--- src/word_load_pkg.sv ---
package word_load_pkg;
  localparam int unsigned XLEN = 64;
  localparam int unsigned WORD_W = 32;
  localparam int unsigned OFFSET_W = 16;
  localparam logic [1:0] FULL_OFFSET_BIG = 2'h3;
  localparam logic [1:0] FULL_OFFSET_LITTLE = 2'h0;
  localparam logic [1:0] WORD_ALIGN_MASK = 2'h3;
  localparam logic [31:0] ALL_BYTES = 32'hffffffff;

  typedef enum logic [1:0] {
    load_left_part,
    load_right_part,
    load_unsigned_word,
    load_indexed_fp_word
  } load_op_type;

  typedef enum logic [2:0] {
    exc_none,
    exc_tlb_refill,
    exc_tlb_invalid,
    exc_bus_error,
    exc_address_error,
    exc_reserved_instr
  } exc_type;
endpackage

--- src/load_addr_gen.sv ---
`timescale 1ns/10ps
`default_nettype none
module load_addr_gen
#(
  parameter int unsigned XLEN = 64,
  parameter int unsigned OFFSET_W = 16
)
(
  input wire logic [XLEN-1:0] base_in,
  input wire logic [XLEN-1:0] index_in,
  input wire logic [OFFSET_W-1:0] offset_in,
  input wire logic indexed_in,
  output logic [XLEN-1:0] effective_addr_out,
  output logic misaligned_out
);
  logic [XLEN-1:0] addend;

  always_comb
  begin
    if (indexed_in)
    begin
      addend = index_in;
    end
    else
    begin
      addend = {{(XLEN-OFFSET_W){offset_in[OFFSET_W-1]}}, offset_in};
    end
    effective_addr_out = base_in + addend;
    misaligned_out = |(effective_addr_out[1:0] &
      word_load_pkg::WORD_ALIGN_MASK);
  end
endmodule // load_addr_gen
`default_nettype wire

--- src/load_byte_merge.sv ---
`timescale 1ns/10ps
`default_nettype none
module load_byte_merge
(
  input wire word_load_pkg::load_op_type op_in,
  input wire logic [2:0] addr_low_in,
  input wire logic big_endian_in,
  input wire logic [63:0] mem_dword_in,
  input wire logic [63:0] dest_old_in,
  output logic [63:0] result_out,
  output logic all_bytes_out
);
  logic [31:0] mem_word;
  logic [1:0] byte_sel;
  logic [4:0] shift;
  logic [31:0] lane_mask;
  logic [31:0] lane_data;
  logic [31:0] low_word;

  always_comb
  begin
    // byte and word picked from address and byte order
    mem_word = (addr_low_in[2] ^ big_endian_in) ? mem_dword_in[63:32] :
      mem_dword_in[31:0];
    byte_sel = addr_low_in[1:0] ^ {big_endian_in, big_endian_in};
    all_bytes_out = 1'b0;
    result_out = dest_old_in;
    shift = 5'h0;
    lane_mask = word_load_pkg::ALL_BYTES;
    lane_data = mem_word;
    unique case (op_in)
      word_load_pkg::load_right_part:
      begin
        shift = {byte_sel, 3'h0};
        lane_mask = word_load_pkg::ALL_BYTES >> shift;
        lane_data = mem_word >> shift;
        all_bytes_out = (byte_sel == 2'h0);
      end
      word_load_pkg::load_left_part:
      begin
        shift = {2'h3 - byte_sel, 3'h0};
        lane_mask = word_load_pkg::ALL_BYTES << shift;
        lane_data = mem_word << shift;
        all_bytes_out = 1'b1;
      end
      word_load_pkg::load_unsigned_word,
      word_load_pkg::load_indexed_fp_word:
      begin
        all_bytes_out = 1'b1;
      end
    endcase
    low_word = (dest_old_in[31:0] & ~lane_mask) | (lane_data & lane_mask);
    unique case (op_in)
      word_load_pkg::load_right_part:
      begin
        // partial right load keeps the upper half so a later left load
        // completes the sign extension
        result_out = all_bytes_out ? {{32{low_word[31]}}, low_word} :
          {dest_old_in[63:32], low_word};
      end
      word_load_pkg::load_left_part:
      begin
        result_out = {{32{low_word[31]}}, low_word};
      end
      word_load_pkg::load_unsigned_word:
      begin
        result_out = {32'h0, mem_word};
      end
      word_load_pkg::load_indexed_fp_word:
      begin
        result_out = {dest_old_in[63:32], mem_word};
      end
    endcase
  end
endmodule // load_byte_merge
`default_nettype wire

--- src/word_load_merge_unit.sv ---
// Notes on behaviour
// - offset form: address is base plus sign-extended 16-bit immediate.
// - right-part address names the least significant byte of the word.
// - right-part takes 1 to 4 low bytes from the aligned word.
// - right-part leaves destination bytes above the loaded ones unchanged.
// - right-part targets the low 32-bit half of the destination.
// - right-part loading all four bytes copies bit 31 into 63..32.
// - partial right-part: upper half kept unchanged in this design.
// - right then left, either order, yields a sign-extended word.
// - byte selection uses two low address bits and byte order.
// - unaligned loads never zero the upper half; signed unless right-part is partial.
// - right-part raises only tlb refill, tlb invalid and bus errors.
// - unsigned word load zero-extends the aligned word into a gpr.
// - unsigned word load faults on nonzero low two address bits.
// - unsigned word load can also raise bus or reserved instruction.
// - indexed fp load address is index plus base register.
// - indexed fp load writes the word into the fpr low half.
// - indexed fp load faults when low two address bits nonzero.
// - left-part puts 1 to 4 high bytes high, low bytes kept.
// - left-part always loads bit 31 and copies it into 63..32.
`timescale 1ns/10ps
`default_nettype none
module word_load_merge_unit
(
  input wire logic clock_in,
  input wire logic sys_rst_in,
  input wire logic req_valid_in,
  input wire word_load_pkg::load_op_type req_op_in,
  input wire logic [63:0] base_in,
  input wire logic [63:0] index_in,
  input wire logic [15:0] offset_in,
  input wire logic [63:0] dest_old_in,
  input wire logic reserved_instr_in,
  input wire logic memory_byte_order_in,
  input wire logic user_order_flip_in,
  input wire logic mem_valid_in,
  input wire logic [63:0] mem_dword_in,
  input wire logic tlb_refill_in,
  input wire logic tlb_invalid_in,
  input wire logic bus_error_in,
  output logic req_ready_out,
  output logic mem_req_out,
  output logic [63:0] effective_addr_out,
  output logic [63:0] result_out,
  output logic result_valid_out,
  output logic gpr_we_out,
  output logic fpr_we_out,
  output logic exc_valid_out,
  output word_load_pkg::exc_type exc_code_out
);
  typedef enum logic {st_idle, st_wait_mem} state_type;

  state_type state_q, state_d;
  word_load_pkg::load_op_type op_q, op_d;
  word_load_pkg::exc_type exc_code_q, exc_code_d;
  logic [63:0] addr_q, addr_d;
  logic [63:0] old_q, old_d;
  logic [63:0] result_q, result_d;
  logic be_q, be_d;
  logic ready_q, ready_d;
  logic mem_req_q, mem_req_d;
  logic result_valid_q, result_valid_d;
  logic gpr_we_q, gpr_we_d;
  logic fpr_we_q, fpr_we_d;
  logic exc_valid_q, exc_valid_d;
  logic [63:0] ea;
  logic misaligned;
  logic cpu_byte_order;
  logic [63:0] merged;
  logic all_bytes;

  function automatic logic needs_alignment(word_load_pkg::load_op_type op);
    needs_alignment = (op == word_load_pkg::load_unsigned_word) ||
      (op == word_load_pkg::load_indexed_fp_word);
  endfunction

  // user mode may flip the memory byte order seen by the cpu
  assign cpu_byte_order = memory_byte_order_in ^ user_order_flip_in;

  load_addr_gen #(
    .XLEN(word_load_pkg::XLEN),
    .OFFSET_W(word_load_pkg::OFFSET_W)
  ) addr_gen (
    .base_in(base_in),
    .index_in(index_in),
    .offset_in(offset_in),
    .indexed_in(req_op_in == word_load_pkg::load_indexed_fp_word),
    .effective_addr_out(ea),
    .misaligned_out(misaligned)
  );

  load_byte_merge merge (
    .op_in(op_q),
    .addr_low_in(addr_q[2:0]),
    .big_endian_in(be_q),
    .mem_dword_in(mem_dword_in),
    .dest_old_in(old_q),
    .result_out(merged),
    .all_bytes_out(all_bytes)
  );

  always_comb
  begin
    state_d = state_q;
    op_d = op_q;
    addr_d = addr_q;
    old_d = old_q;
    be_d = be_q;
    result_d = result_q;
    exc_code_d = exc_code_q;
    mem_req_d = 1'b0;
    result_valid_d = 1'b0;
    gpr_we_d = 1'b0;
    fpr_we_d = 1'b0;
    exc_valid_d = 1'b0;
    unique case (state_q)
      st_idle:
      begin
        if (req_valid_in)
        begin
          op_d = req_op_in;
          addr_d = ea;
          old_d = dest_old_in;
          be_d = cpu_byte_order;
          exc_code_d = word_load_pkg::exc_none;
          // faults known at request time skip the memory access
          if (req_op_in == word_load_pkg::load_unsigned_word &&
            reserved_instr_in)
          begin
            exc_valid_d = 1'b1;
            exc_code_d = word_load_pkg::exc_reserved_instr;
          end
          else if (needs_alignment(req_op_in) && misaligned)
          begin
            exc_valid_d = 1'b1;
            exc_code_d = word_load_pkg::exc_address_error;
          end
          else
          begin
            mem_req_d = 1'b1;
            state_d = st_wait_mem;
          end
        end
      end
      st_wait_mem:
      begin
        if (mem_valid_in)
        begin
          state_d = st_idle;
          // translation faults outrank a bus error on the same reply
          if (tlb_refill_in)
          begin
            exc_valid_d = 1'b1;
            exc_code_d = word_load_pkg::exc_tlb_refill;
          end
          else if (tlb_invalid_in)
          begin
            exc_valid_d = 1'b1;
            exc_code_d = word_load_pkg::exc_tlb_invalid;
          end
          else if (bus_error_in)
          begin
            exc_valid_d = 1'b1;
            exc_code_d = word_load_pkg::exc_bus_error;
          end
          else
          begin
            result_d = merged;
            result_valid_d = 1'b1;
            gpr_we_d = (op_q != word_load_pkg::load_indexed_fp_word);
            fpr_we_d = (op_q == word_load_pkg::load_indexed_fp_word);
          end
        end
      end
    endcase
    ready_d = (state_d == st_idle);
  end

  always_ff @(posedge clock_in or posedge sys_rst_in)
  begin
    if (sys_rst_in)
    begin
      state_q <= st_idle;
      op_q <= word_load_pkg::load_left_part;
      addr_q <= 64'h0;
      old_q <= 64'h0;
      be_q <= 1'b0;
      result_q <= 64'h0;
      exc_code_q <= word_load_pkg::exc_none;
      ready_q <= 1'b1;
      mem_req_q <= 1'b0;
      result_valid_q <= 1'b0;
      gpr_we_q <= 1'b0;
      fpr_we_q <= 1'b0;
      exc_valid_q <= 1'b0;
    end
    else
    begin
      state_q <= state_d;
      op_q <= op_d;
      addr_q <= addr_d;
      old_q <= old_d;
      be_q <= be_d;
      result_q <= result_d;
      exc_code_q <= exc_code_d;
      ready_q <= ready_d;
      mem_req_q <= mem_req_d;
      result_valid_q <= result_valid_d;
      gpr_we_q <= gpr_we_d;
      fpr_we_q <= fpr_we_d;
      exc_valid_q <= exc_valid_d;
    end
  end

  assign req_ready_out = ready_q;
  assign mem_req_out = mem_req_q;
  assign effective_addr_out = addr_q;
  assign result_out = result_q;
  assign result_valid_out = result_valid_q;
  assign gpr_we_out = gpr_we_q;
  assign fpr_we_out = fpr_we_q;
  assign exc_valid_out = exc_valid_q;
  assign exc_code_out = exc_code_q;

  logic accept;
  assign accept = req_valid_in && state_q == st_idle;
endmodule // word_load_merge_unit
`default_nettype wire

--- config.mk ---
export PLATFORM = sky130hd
export DESIGN_NAME = word_load_merge_unit
export DESIGN_NICKNAME = d
export VERILOG_FILES = /design/src/word_load_pkg.sv /design/src/load_addr_gen.sv /design/src/load_byte_merge.sv /design/src/word_load_merge_unit.sv
export SDC_FILE = /design/constraint.sdc
export NUM_CORES = 1
export LEC_CHECK = 0
export BUFFER_PORTS_ARGS = -buffer_cell sky130_fd_sc_hd__buf_4
export CORE_UTILIZATION = 50
export CTS_BUF_LIST = sky130_fd_sc_hd__clkbuf_4
export DETAILED_ROUTE_END_ITERATION = 16
export PLACE_DENSITY = 0.79
export SLEW_MARGIN = 15
export SYNTH_ARGS = -nofsm -noshare
export SYNTH_HDL_FRONTEND = slang
export SYNTH_SLANG_ARGS = --single-unit
--- constraint.sdc ---
create_clock -name clock_in -period 7.34 [get_ports clock_in]
set_input_delay 0.734 -clock clock_in [delete_from_list [all_inputs] [get_ports clock_in]]
set_output_delay 0.734 -clock clock_in [all_outputs]
set_load 0.02 [all_outputs]
==> results.md <==
- Status: complete, no violations
- Iter 0 DRT Violations: 1241
- CTS tree: done
- Gr usage total: 0.3253
- Top cells by count, synth: 412 x nand2_1, 204 x dfrtp_1, 149 x o21ai_0, 125 x a21oi_1, 87 x nor2_1
- CP Class: in -> reg
- Crit path time final: 4354 ps
- RSZ-0062 raised after global routing: false
- FP Rows: 59
- Final setup violation count: 0
- Antenna-violating nets left: 0
- DIE AREA: 27180 um2
- Area growth, synth to finish: 30.95%
- NetSw: 2.396 mW
- First drt pass iteration count: 7
- Synth area leaders: dfrtp_1 38%, nand2_1 12%, ha_1 6.5%, o21ai_0 5.6%, a21o_1 4.8%
- Largest net degree at the start of global routing: 118
- Tcrit/Tclk final: 0.5932
- Syn. warnings: 0
- Highest clock rate: 229.7 MHz
- Reg area: 5131 um2
- Clock Tree Buf Depth: 3
- Post-DR vias/cell: 5.750
- DRC: 0
- Core area: 26060 um2
- Fin. max-slew vios: 0
- I/O Pins: 421
- DP Cell Count: 2280
- CP Max Fanout: 62
- IO buf count: 420
- Power Dens Cells: 316.0 nW/um2
- Comb pwr share: 0.491
- Cts bufs inserted: 56
- Worst clock skew: 54.64 ps
- TNS Setup: 0 ps
- H-tree levels: 2
- Post-Syn Instances: 1609
- Relative slew slack: 0.2430
- Worst-margin pin slew: 1135 ps
- Number of fill cells: 2269
- Unique masters post-synth: 68
- CP Data Arrival Time: 4930 ps
- Cts repair resizes: 0
- Post-DP HPWL: 33680 um
- Postcts setup bufs: 0
- Post-Layout Cell Count: 2385
- Nature of the critical path startpoint: input port
- Vias: 13710
- Count leader, synth: nand2_1
- Footprint of the multi-input gates: 7761 um2
- Drt wl/cell: 19.09 um
- Final hold violation count: 0
- Die Ht: 164.9 um
- Worst hold path type: in -> async
- Drt total wl: 45540 um
- Syn Area/Cell: 8.244 um2
- Clock root cell: clkbuf_4
- Clock slew seen by the registers of the worst setup and hold paths: 80 ps
- VDD IR max: 0.2550 mV
- Syn nets: 1963
- Worst skew pair latency: 720 ps
- Sequential area share after synthesis: 0.3869
- Initial core utilization: 0.5090
- Post-synth top area share: 0.3849
- Share of layout cells above drive strength 1: 0.2819
- Main flop type after synthesis: dfrtp_1
- Vias in the first global route: 13060
- Synth Cell Area: 13260 um2
- Routability Congestion: 0.9372
- Grt total ovfl: 0
- NumNets Final: 2357
- Hold buffer count at CTS: 0
- Post-synth ARST share: 1.000
- Maxcap violations: 0
- Element type at the critical path end: register
- Int Power: 3.093 mW
- FF+latch count, synth: 205
- CP required: 7920 ps
- Leading area contributor after synthesis: dfrtp_1
- Leak pwr: 8.876 nW
- Die Wd: 164.9 um
- First-pass GRT wire length: 68730 um
- EDFF count, synth: 0
- Switching Share: 0.4365
- Clock share of power: 0.190
- CTS Sinks: 205
- Sequential Power Share: 0.319
- Initial antenna violation count: 3
## layer usage
metal	wire length, um	GRT usage	vias to the layer above
met4	1594	0.1355	0
met1	18060	0.3999	6498
li1	-	-	6478
met2	22120	0.5519	643
met3	3752	0.06806	95
met5	0	0	-
## flip-flops by register name, indices dropped and copies added, names as in the netlist, 2 cells and up
name                cells
result_out             64
old_q                  64
effective_addr_out     64
op_q                    2
exc_code_out            3
## worst max-delay path: stages
cell and delay (ps):
buf_4 90, and2_2 210, buf_4 600, mux2_2 420, ha_1 350, a211oi_1 410, o21a_1 250, o31ai_2 80
o31ai_2 420, a311oi_2 240, a41oi_2 360, o21ai_0 200, a41oi_1 290, xnor2_1 140, o21ai_0 90
## power groups by stage
| stage | Sequential, mW | Combinational [mW] | Clock (mW) |
|---|---|---|---|
| 2_1_floorplan | 2.07 | 1.28 | 0 |
| 3_3_place_gp | 1.76 | 2.63 | 0 |
| 3_5_place_dp | 1.76 | 2.66 | 0 |
| 4_1_cts | 1.75 | 2.68 | 1.07 |
| 5_1_grt | 1.79 | 2.91 | 1.12 |
| 6_report | 1.75 | 2.69 | 1.04 |
## final timing paths
check	start	end	slack [ps]	cells past startpoint
setup reg to reg	be_q	result_out[41]	4050	8
hold reg to reg	effective_addr_out[11]	effective_addr_out[11]	470	2
setup / recovery	req_op_in[1]	effective_addr_out[48]	2990	15
min in group clock_in	dest_old_in[59]	old_q[59]	200	3
hold / removal	sys_rst_in	effective_addr_out[36]	140	2
max in group asynchronous	sys_rst_in	result_out[41]	5810	3
## cells by family (layout without fill, tap and decap cells)
group                      count (synthesis)  count (layout)  share of synthesized area
and+or+nand+nor                          602             602                     0.1881
AOI/OAI and AO/OA                        483             483                     0.2277
DFF                                      205             205                     0.3869
buffers and inverters                    117             555                    0.03405
adders and majority gates                 70              70                    0.06660
muxes                                     70              70                    0.05575
xor gates and xnor gates                  62              62                    0.04094
other                                      0               3                          0
## through the flow
step	util	setup slack (ps)	hold WS [ps]	instance area [um2]	total power, mW
2_1_floorplan	-	1012	441.5	13260	3.346
3_5_place_dp	0.6387	2346	462.1	16640	4.428
5_1_grt	0.6663	2751	169.9	17360	5.826
6_report	0.6665	2986	137.9	17370	5.489
3_3_place_gp	0.6387	2403	455.7	16640	4.386
4_1_cts	0.6661	3125	145.8	17360	5.491
## cell type report
class,instances,area share
repair buffers,433,0.1874
flip-flops and latches,205,0.2954
well taps,335,0.02413
clock buffers,80,0.03458
clock inverters,22,0.006483
multi-input cells,1287,0.4468
diodes,3,0.0004322
inverters,20,0.004754
## placed cells by master, fill, tap and decap left out, types with 5 or more instances in the layout
cell type and n:
a211oi_1 13, a21o_1 85, a21oi_1 125, a221oi_1 5, a22oi_1 5, a31oi_1 15, and2_1 5, and3_1 8
buf_4 432, clkbuf_4 80, clkinv_1 10, clkinv_2 10, dfrtp_1 204, ha_1 69, inv_1 18, mux2_2 21
mux2i_1 48, nand2_1 412, nand2b_1 7, nand3_1 17, nand4_1 18, nor2_1 87, nor3_1 15, o211ai_1 5
o21a_1 10, o21ai_0 149, o21bai_1 8, o221ai_1 11, o22ai_1 14, o31a_1 6, o31ai_1 5, or3_1 6
xnor2_1 28, xor2_1 31
No activity file was read; power rests on OpenSTA's default activity.
